**config.mk**
```make
export PLATFORM = sky130hd
export DESIGN_NAME = smsp_top
export DESIGN_NICKNAME = d
export VERILOG_FILES = /design/src/common/smsp_pkg.sv /design/src/hw/smsp_top.sv /design/src/hw/smsp_sync.sv /design/src/hw/smsp_clkdiv.sv
export SDC_FILE = /design/constraint.sdc
export NUM_CORES = 1
export LEC_CHECK = 0
export BUFFER_PORTS_ARGS = -buffer_cell sky130_fd_sc_hd__buf_2
export CAP_MARGIN = 25
export CORE_ASPECT_RATIO = 1.1
export CORE_UTILIZATION = 40
export CTS_CLUSTER_SIZE = 16
export DETAILED_ROUTE_END_ITERATION = 16
export PLACE_DENSITY = 0.68
export SYNTH_ARGS = -nofsm -noshare
export SYNTH_HDL_FRONTEND = slang
export SYNTH_SLANG_ARGS = --single-unit
```
**constraint.sdc**
```tcl
create_clock -name clk_i -period 6.8 [get_ports clk_i]
set_input_delay 1.36 -clock clk_i [delete_from_list [all_inputs] [get_ports clk_i]]
set_output_delay 1.36 -clock clk_i [all_outputs]
set_load 0.02 [all_outputs]
```
**src/common/smsp_pkg.sv**
```systemverilog
// constants and types for the serial master/slave port
// Function
// - master data write starts eight-bit shift
// - master halts clock, sets done flag
// - done flag with enable raises interrupt
// - master never drives select by itself
// - last received byte held in buffer
// - idle slave keeps miso released
// - slave ignores clock while deselected
// - slave sets done after full byte
// - unread receive byte is overwritten
// - enabled port overrides pin directions
// - mosi master to slave, miso back
// - seven master clock rates incl. half
// - both bit orders supported
// - select rise resets slave shift logic
// - select low on master input demotes
// - order bit one means lsb first
package smsp_pkg;
   localparam int unsigned DATA_W      = 8;
   localparam int unsigned CNT_W       = 3;
   localparam int unsigned DIV_W       = 7;
   localparam int unsigned RATE_W      = 3;
   localparam logic [CNT_W-1:0] LAST_BIT = 3'h7;
   localparam int unsigned CLK_MHZ     = 250;
   localparam int unsigned SCK_MIN_PHASE_CYC = 3;
   // rate select: {double, rate1, rate0}; half period in clock cycles
   localparam logic [DIV_W-1:0] HALF_DIV4   = 7'h02;
   localparam logic [DIV_W-1:0] HALF_DIV16  = 7'h08;
   localparam logic [DIV_W-1:0] HALF_DIV64  = 7'h20;
   localparam logic [DIV_W-1:0] HALF_DIV128 = 7'h40;
   localparam logic [DIV_W-1:0] HALF_DIV2   = 7'h01;
   localparam logic [DIV_W-1:0] HALF_DIV8   = 7'h04;
   localparam logic [DIV_W-1:0] HALF_DIV32  = 7'h10;
   localparam logic [DATA_W-1:0] DATA_RST  = 8'h00;

   typedef enum logic [2:0] {
      SMSP_IDLE = 3'b001,
      SMSP_MSHIFT = 3'b010,
      SMSP_SSHIFT = 3'b100
   } smsp_state_e;
endpackage

```
**src/hw/smsp_top.sv**
```systemverilog
// master/slave serial port core, mode 0 timing
`timescale 1ns/1ps
module smsp_top (
   // clock and reset
   input  wire logic                        clk_i,
   input  wire logic                        srst_i,
   // control
   input  wire logic                        enable_i,
   input  wire logic                        master_set_i,
   input  wire logic                        master_clr_i,
   input  wire logic                        bit_order_select_i,
   input  wire logic                        transfer_irq_enable_i,
   input  wire logic [2:0]                  rate_i,
   // user pin directions, one means output
   input  wire logic                        mosi_dir_i,
   input  wire logic                        miso_dir_i,
   input  wire logic                        sck_dir_i,
   input  wire logic                        ss_dir_i,
   input  wire logic                        ss_out_i,
   // data register
   input  wire logic                        data_wr_i,
   input  wire logic [7:0]                  data_wdata_i,
   input  wire logic                        done_clr_i,
   output logic [7:0]                       rx_data_o,
   output logic                             done_o,
   output logic                             irq_o,
   output logic                             master_select_o,
   output logic                             busy_o,
   // pins, enable low drives
   input  wire logic                        sck_i,
   output logic                             sck_o,
   output logic                             sck_oe_n_o,
   input  wire logic                        mosi_i,
   output logic                             mosi_o,
   output logic                             mosi_oe_n_o,
   input  wire logic                        miso_i,
   output logic                             miso_o,
   output logic                             miso_oe_n_o,
   input  wire logic                        ss_n_i,
   output logic                             ss_n_o,
   output logic                             ss_oe_n_o
);
   typedef struct packed {
      smsp_pkg::smsp_state_e state;
      logic                  master;
      logic [7:0]            shreg;
      logic [7:0]            rxbuf;
      logic [2:0]            bitcnt;
      logic                  sck;
      logic                  samp;
      logic                  done;
      logic                  irq;
      logic                  sck_d;
      logic                  ss_d;
      logic                  mosi;
      logic                  miso;
      logic                  sck_oe_n;
      logic                  mosi_oe_n;
      logic                  miso_oe_n;
      logic                  ss_n;
      logic                  ss_oe_n;
      logic [7:0]            rxsh;
      logic [2:0]            rxcnt;
      logic [1:0]            spipe;
      logic                  rxend;
      logic                  txend;
      logic                  busy;
   } smsp_top_s;

   smsp_top_s st_reg;
   smsp_top_s st_next;
   logic      sck_s;
   logic      mosi_s;
   logic      miso_s;
   logic      ss_s;
   logic      tick;
   logic      mrun;
   logic [7:0] tx_out;
   logic       sh_bit;

   ////////////////////////////////////////////////////////////////////
   smsp_sync u_sync_sck (
      .clk_i     (clk_i),
      .srst_i    (srst_i),
      .rst_val_i (1'b0),
      .d_i       (sck_i),
      .q_o       (sck_s)
   );
   smsp_sync u_sync_mosi (
      .clk_i     (clk_i),
      .srst_i    (srst_i),
      .rst_val_i (1'b0),
      .d_i       (mosi_i),
      .q_o       (mosi_s)
   );
   smsp_sync u_sync_miso (
      .clk_i     (clk_i),
      .srst_i    (srst_i),
      .rst_val_i (1'b0),
      .d_i       (miso_i),
      .q_o       (miso_s)
   );
   // select passes inverted so reset value reads as deselected
   logic ss_inv;
   smsp_sync u_sync_ss (
      .clk_i     (clk_i),
      .srst_i    (srst_i),
      .rst_val_i (1'b0),
      .d_i       (~ss_n_i),
      .q_o       (ss_inv)
   );
   assign ss_s = ~ss_inv;

   assign mrun = (st_reg.state == smsp_pkg::SMSP_MSHIFT);
   smsp_clkdiv u_div (
      .clk_i  (clk_i),
      .srst_i (srst_i),
      .run_i  (mrun),
      .rate_i (rate_i),
      .tick_o (tick)
   );

   ////////////////////////////////////////////////////////////////////
   // order select
   always_comb begin
      sh_bit = bit_order_select_i ? st_reg.shreg[0] : st_reg.shreg[7];
      tx_out = st_reg.shreg;
   end

   always_comb begin
      st_next       = st_reg;
      st_next.sck_d = sck_s;
      st_next.ss_d  = ss_s;
      st_next.irq   = 1'b0;
      st_next.spipe = {st_reg.spipe[0], 1'b0};
      if (done_clr_i) begin
         st_next.done = 1'b0;
      end
      if (master_set_i) begin
         st_next.master = 1'b1;
      end else if (master_clr_i) begin
         st_next.master = 1'b0;
      end
      if (!enable_i) begin
         st_next.state = smsp_pkg::SMSP_IDLE;
         st_next.sck   = 1'b0;
         if (data_wr_i) begin
            st_next.shreg = data_wdata_i;
         end
      end else begin
         case (st_reg.state)
            smsp_pkg::SMSP_IDLE: begin
               st_next.sck    = 1'b0;
               st_next.bitcnt = '0;
               st_next.rxcnt  = '0;
               st_next.rxend  = 1'b0;
               st_next.txend  = 1'b0;
               if (data_wr_i) begin
                  st_next.shreg = data_wdata_i;
               end
               if (st_reg.master && !ss_dir_i && !ss_s) begin
                  st_next.master = 1'b0;
                  st_next.done   = 1'b1;
                  st_next.irq    = transfer_irq_enable_i;
               end else if (st_reg.master && data_wr_i) begin
                  st_next.state = smsp_pkg::SMSP_MSHIFT;
               end else if (!st_reg.master && !ss_s) begin
                  st_next.state = smsp_pkg::SMSP_SSHIFT;
               end
            end
            smsp_pkg::SMSP_MSHIFT: begin
               if (!ss_dir_i && !ss_s) begin
                  st_next.master = 1'b0;
                  st_next.done   = 1'b1;
                  st_next.irq    = transfer_irq_enable_i;
                  st_next.state  = smsp_pkg::SMSP_IDLE;
                  st_next.sck    = 1'b0;
               end else begin
                  // miso read two cycles after the rise, behind its synchroniser
                  if (st_reg.spipe[1]) begin
                     st_next.rxsh  = bit_order_select_i ?
                                     {miso_s, st_reg.rxsh[7:1]} :
                                     {st_reg.rxsh[6:0], miso_s};
                     st_next.rxcnt = st_reg.rxcnt + 3'h1;
                     st_next.rxend = (st_reg.rxcnt == smsp_pkg::LAST_BIT);
                  end
                  if (tick && !st_reg.txend) begin
                     st_next.sck = ~st_reg.sck;
                     if (!st_reg.sck) begin
                        st_next.spipe[0] = 1'b1;
                     end else begin
                        // shift on falling edge, count bits
                        st_next.shreg  = bit_order_select_i ?
                                         {1'b0, st_reg.shreg[7:1]} :
                                         {st_reg.shreg[6:0], 1'b0};
                        st_next.bitcnt = st_reg.bitcnt + 3'h1;
                        st_next.txend  = (st_reg.bitcnt == smsp_pkg::LAST_BIT);
                     end
                  end
                  if (st_next.rxend && st_next.txend) begin
                     st_next.state = smsp_pkg::SMSP_IDLE;
                     st_next.rxbuf = st_next.rxsh;
                     st_next.done  = 1'b1;
                     st_next.irq   = transfer_irq_enable_i;
                  end
               end
            end
            smsp_pkg::SMSP_SSHIFT: begin
               if (ss_s) begin
                  st_next.state  = smsp_pkg::SMSP_IDLE;
                  st_next.bitcnt = '0;
               end else if (sck_s && !st_reg.sck_d) begin
                  st_next.samp = mosi_s;
               end else if (!sck_s && st_reg.sck_d) begin
                  st_next.shreg = bit_order_select_i ?
                                  {st_reg.samp, st_reg.shreg[7:1]} :
                                  {st_reg.shreg[6:0], st_reg.samp};
                  st_next.bitcnt = st_reg.bitcnt + 3'h1;
                  if (st_reg.bitcnt == smsp_pkg::LAST_BIT) begin
                     st_next.rxbuf  = bit_order_select_i ?
                                      {st_reg.samp, st_reg.shreg[7:1]} :
                                      {st_reg.shreg[6:0], st_reg.samp};
                     st_next.done   = 1'b1;
                     st_next.irq    = transfer_irq_enable_i;
                     st_next.bitcnt = '0;
                  end
               end else if (data_wr_i && st_reg.bitcnt == 3'h0) begin
                  st_next.shreg = data_wdata_i;
               end
            end
            default: begin
               st_next.state = smsp_pkg::SMSP_IDLE;
            end
         endcase
      end
      if (enable_i && st_next.master) begin
         st_next.mosi_oe_n = ~mosi_dir_i;
         st_next.sck_oe_n  = ~sck_dir_i;
         st_next.miso_oe_n = 1'b1;
         st_next.ss_oe_n   = ~ss_dir_i;
      end else if (enable_i) begin
         st_next.mosi_oe_n = 1'b1;
         st_next.sck_oe_n  = 1'b1;
         st_next.ss_oe_n   = 1'b1;
         st_next.miso_oe_n = ~(miso_dir_i && !ss_s);
      end else begin
         st_next.mosi_oe_n = ~mosi_dir_i;
         st_next.sck_oe_n  = ~sck_dir_i;
         st_next.miso_oe_n = ~miso_dir_i;
         st_next.ss_oe_n   = ~ss_dir_i;
      end
      // select level comes only from user
      st_next.ss_n = ss_out_i;
      // data pins follow the shift register on the same edge
      st_next.mosi = bit_order_select_i ? st_next.shreg[0] : st_next.shreg[7];
      st_next.miso = bit_order_select_i ? st_next.shreg[0] : st_next.shreg[7];
      st_next.busy = (st_next.state != smsp_pkg::SMSP_IDLE);
   end

   ////////////////////////////////////////////////////////////////////
   // reset state
   always_ff @(posedge clk_i) begin
      if (srst_i) begin
         st_reg           <= '0;
         st_reg.state     <= smsp_pkg::SMSP_IDLE;
         st_reg.shreg     <= smsp_pkg::DATA_RST;
         st_reg.rxbuf     <= smsp_pkg::DATA_RST;
         st_reg.ss_d      <= 1'b1;
         st_reg.sck_oe_n  <= 1'b1;
         st_reg.mosi_oe_n <= 1'b1;
         st_reg.miso_oe_n <= 1'b1;
         st_reg.ss_oe_n   <= 1'b1;
         st_reg.ss_n      <= 1'b1;
      end else begin
         st_reg <= st_next;
      end
   end

   assign rx_data_o       = st_reg.rxbuf;
   assign done_o          = st_reg.done;
   assign irq_o           = st_reg.irq;
   assign master_select_o = st_reg.master;
   assign busy_o          = st_reg.busy;
   assign sck_o           = st_reg.sck;
   assign sck_oe_n_o      = st_reg.sck_oe_n;
   assign mosi_o          = st_reg.mosi;
   assign mosi_oe_n_o     = st_reg.mosi_oe_n;
   assign miso_o          = st_reg.miso;
   assign miso_oe_n_o     = st_reg.miso_oe_n;
   assign ss_n_o          = st_reg.ss_n;
   assign ss_oe_n_o       = st_reg.ss_oe_n;
   logic unused_ok;
   assign unused_ok = ^{tx_out, st_reg.ss_d, sh_bit};
endmodule

```
**src/hw/smsp_sync.sv**
```systemverilog
// two-flop synchroniser for one pin input
`timescale 1ns/1ps
module smsp_sync (
   // clock and reset
   input  wire logic clk_i,
   input  wire logic srst_i,
   input  wire logic rst_val_i,
   // pin
   input  wire logic d_i,
   output logic      q_o
);
   typedef struct packed {
      logic s1;
      logic s2;
   } smsp_sync_s;
   smsp_sync_s st_reg;
   smsp_sync_s st_next;

   always_comb begin
      st_next    = st_reg;
      st_next.s1 = d_i;
      st_next.s2 = st_reg.s1;
   end

   always_ff @(posedge clk_i) begin
      if (srst_i) begin
         st_reg <= {rst_val_i, rst_val_i};
      end else begin
         st_reg <= st_next;
      end
   end

   assign q_o = st_reg.s2;
endmodule

```
**src/hw/smsp_clkdiv.sv**
```systemverilog
// master clock half-period enable divider
`timescale 1ns/1ps
module smsp_clkdiv (
   // clock and reset
   input  wire logic                          clk_i,
   input  wire logic                          srst_i,
   // control
   input  wire logic                          run_i,
   input  wire logic [smsp_pkg::RATE_W-1:0]   rate_i,
   output logic                               tick_o
);
   typedef struct packed {
      logic [smsp_pkg::DIV_W-1:0] cnt;
      logic                       tick;
   } smsp_div_s;
   smsp_div_s st_reg;
   smsp_div_s st_next;
   logic [smsp_pkg::DIV_W-1:0] half;

   always_comb begin
      case (rate_i)
         3'h0:    half = smsp_pkg::HALF_DIV4;
         3'h1:    half = smsp_pkg::HALF_DIV16;
         3'h2:    half = smsp_pkg::HALF_DIV64;
         3'h3:    half = smsp_pkg::HALF_DIV128;
         3'h4:    half = smsp_pkg::HALF_DIV2;
         3'h5:    half = smsp_pkg::HALF_DIV8;
         3'h6:    half = smsp_pkg::HALF_DIV32;
         default: half = smsp_pkg::HALF_DIV64;
      endcase
   end

   always_comb begin
      st_next      = st_reg;
      st_next.tick = 1'b0;
      if (!run_i) begin
         st_next.cnt = '0;
      end else if (st_reg.cnt >= half - 7'h01) begin
         st_next.cnt  = '0;
         st_next.tick = 1'b1;
      end else begin
         st_next.cnt = st_reg.cnt + 7'h01;
      end
   end

   always_ff @(posedge clk_i) begin
      if (srst_i) begin
         st_reg <= '0;
      end else begin
         st_reg <= st_next;
      end
   end

   assign tick_o = st_reg.tick;
endmodule

```
==> reports/metrics.csv <==
stage,metric,value,unit
floorplanning,dieArea,0.009230,mm2
clock_network,clockBufferDepth,2,
route,dr.pass1.iters,4,
sta,clock.fmax,0.2983,GHz
sta,fin_crit,3.353,ns
route,wl,7731,um
finish,drive_above_1_share,18.38,%
sta,slew_violations,0,
floorplanning,rows,35,
sta,finalCritPeriodShare,49.31,%
critical_path,endpoint_kind,flip-flop,
floorplanning,dieHeight,100.7,um
pwr,leakage,1.598,nW
run,drv_cap,0,
logic_synthesis,syn-num-nets,464,
route,wl_per_cell,13.61,um
clock_network,clk_latency,0.34,ns
sta,fin_skew,0.01044,ns
worst_hold_path,hp-class,reg2reg,
logic_synthesis,yosysUniqueCellTypes,57,
finish,largest_reg_flops,22,
floorplanning,die_w,91.69,um
finish,fin_area,0.003938,mm2
finish,final_cell_mix,"dfxtp_1, nor2_1, buf_2",
route,postRouteAntennaNets,0,
critical_path,r2r-start,st_reg[50],
floorplanning,core,0.008496,mm2
sta,fin_tns_setup,0,ns
critical_path,crit_start,rate_i[2],
logic_synthesis,synth_area,0.003540,mm2
critical_path,critPathMaxFanout,7,
floorplanning,io-pin-count,49,
placed_design,dp_hpwl,5525,um
clock_network,clk_pin_slew_worst_paths,0.07,ns
pwr,powerDensity,194.7,mW/mm2
sta,slew_headroom,53.56,%
sta,holdWs,0.4367,ns
logic_synthesis,synth-async-reset-ratio,0,%
global_route,grt_pass1_wl,12900,um
sta,tightest_slew,0.6950,ns
clock_network,post_cts_buffers,0,
route,drt_iter0_markers,184,
global_route,grt_overflow_total,0,
logic_synthesis,synthFlopType,dfxtp_1,
route,vias,2996,
finish,fin_nets,495,
global_route,grt_pass1_vias,2752,
clock_network,cts_tree,built,
logic_synthesis,synth.avg_cell_area,8.408,um2
logic_synthesis,synth_seq_area_share,37.33,%
clock_network,cts_buffers,9,
logic_synthesis,netlist_instances,421,
global_route,use_met3,3.771,%
clock_network,cts_resized,0,
global_route,grt_busiest_layer,met2,
critical_path,rrSetupSlack,4.45,ns
finish,diodes,0,
global_route,antenna_found_initial,0,
placed_design,gp_congestion,0.8957,
clock_network,cts_sinks,66,
placed_design,io_buffers,48,
global_route,grt_use_met2,28.98,%
finish,area_growth,11.24,%
logic_synthesis,synth-seq-cells,66,
global_route,grt_start_max_net_pins,55,
clock_network,htree_levels,3,
placed_design,place_area,0.003755,mm2
critical_path,worstPathArrival,3.62,ns
clock_network,holdBufCountCts,0,
critical_path,endpoint,u_div.st_reg[7],
critical_path,worst_r2r_endpoint,rx_data_o[7],
sta,hold_viol,0,
logic_synthesis,synth_edf_count,0,
route,drc,0,
clock_network,cts-root-buf,clkbuf_8,
status,status,"complete, no violations",
critical_path,crit_required,7.06,ns
global_route,grt.total_usage,17.55,%
critical_path,crit_type,in2reg,
pwr,ir_drop,0.08554,mV
global_route,met1_usage,22.33,%
finish,final_common_cell,dfxtp_1,
sta,finalSetupViolations,0,
logic_synthesis,yosysWarnings,0,
sta,rsz0062_at_grt,no,
critical_path,worstRegToRegCells,6,
route,via_per_inst,5.275,
floorplanning,initial_utilization,41.66,%
critical_path,startpoint_type,primary input,
critical path, stage by stage:
cell and delay [ns]:
buf_2 0.13, or3_1 0.37, ha_1 0.28, nor2_1 0.12, a21oi_1 0.05, nor2_1 0.09
a31oi_1 0.05, ha_1 0.19, a21o_1 0.16, a2111oi_0 0.40, o21ai_1 0.27, nor2_1 0.16
through the flow:
stage | setup WS, ns | power [mW] | utilization, % | std cells
after global routing | 3.264 | 0.8044 | 46.35 | 568
after CTS | 3.439 | 0.7746 | 46.11 | 567
after floorplan | 3.460 | 0.4684 | - | 421
final | 3.447 | 0.7667 | 46.35 | 568
after global placement | 3.215 | 0.4904 | 44.20 | 551
after detailed placement | 3.083 | 0.4919 | 44.20 | 551
Yosys cell counts, types with 3 or more instances:
cell | number | area share, %
clkbuf_1 | 11 | 1.2
inv_1 | 8 | 0.85
nor2_1 | 63 | 6.7
o21ai_0 | 18 | 2.5
mux2i_1 | 18 | 5.1
nor3b_1 | 3 | 0.64
a2bb2oi_1 | 3 | 0.74
nand2b_1 | 13 | 2.3
o221a_2 | 8 | 2.5
mux2_2 | 3 | 0.95
ha_1 | 14 | 4.9
nor2b_1 | 17 | 3.0
nor3_1 | 9 | 1.3
nand3_1 | 14 | 2.0
nand2_1 | 41 | 4.3
buf_2 | 4 | 0.57
xor2_1 | 4 | 0.99
a21oi_1 | 27 | 3.8
buf_4 | 11 | 2.3
dfxtp_1 | 66 | 37
a21o_1 | 3 | 0.64
a221o_1 | 4 | 1.1
o22ai_1 | 3 | 0.53
and3_1 | 6 | 1.1
a31oi_1 | 4 | 0.71
nand3b_1 | 5 | 1.1
a22oi_1 | 3 | 0.64
xnor2_1 | 4 | 0.99
per-layer routing:
metal	vias up	routed length [um]
met5	-	0
met4	0	132
met2	61	3602
li1	1541	-
met3	11	326
met1	1383	3669
kinds of logic after synthesis:
| family | after synthesis | synth area share [%] |
|---|---|---|
| buffers and inverters | 37 | 5.479 |
| adders and majority gates | 14 | 4.949 |
| and+or+nand+nor | 183 | 25.38 |
| xor gates and xnor gates | 8 | 1.979 |
| AOI/OAI and AO/OA | 92 | 18.84 |
| muxes | 21 | 6.044 |
| DFF | 66 | 37.33 |
area by class of cell:
cell class              instances  area (um2)
clock inverters                 5       31.28
flip-flops and latches         66        1321
fillers                       826        4558
repair buffers                 49       260.3
inverters                       8       30.03
clock buffers                  11       131.4
multi-input cells             318        2024
well taps                     111       138.9
power by group:
part / internal, mW / switching [mW] / total (mW)
Combinational: 0.0347 / 0.0468 / 0.0814
Sequential: 0.396 / 0.00783 / 0.403
Clock: 0.131 / 0.151 / 0.282
worst min path at each step:
stage | from | endpoint | cells after the start
after detailed placement | u_sync_sck.st_next[0] | u_sync_sck.q_o | 1
after global placement | u_sync_ss.st_next[0] | u_sync_ss.q_o | 1
after floorplan | st_next[4] | st_reg[4] | 1
after CTS | u_sync_sck.st_next[0] | u_sync_sck.q_o | 1
after global routing | u_sync_sck.st_next[0] | u_sync_sck.q_o | 1
final | u_sync_ss.st_next[0] | u_sync_ss.q_o | 1
Note: power is estimated with default switching activity, not from simulation.
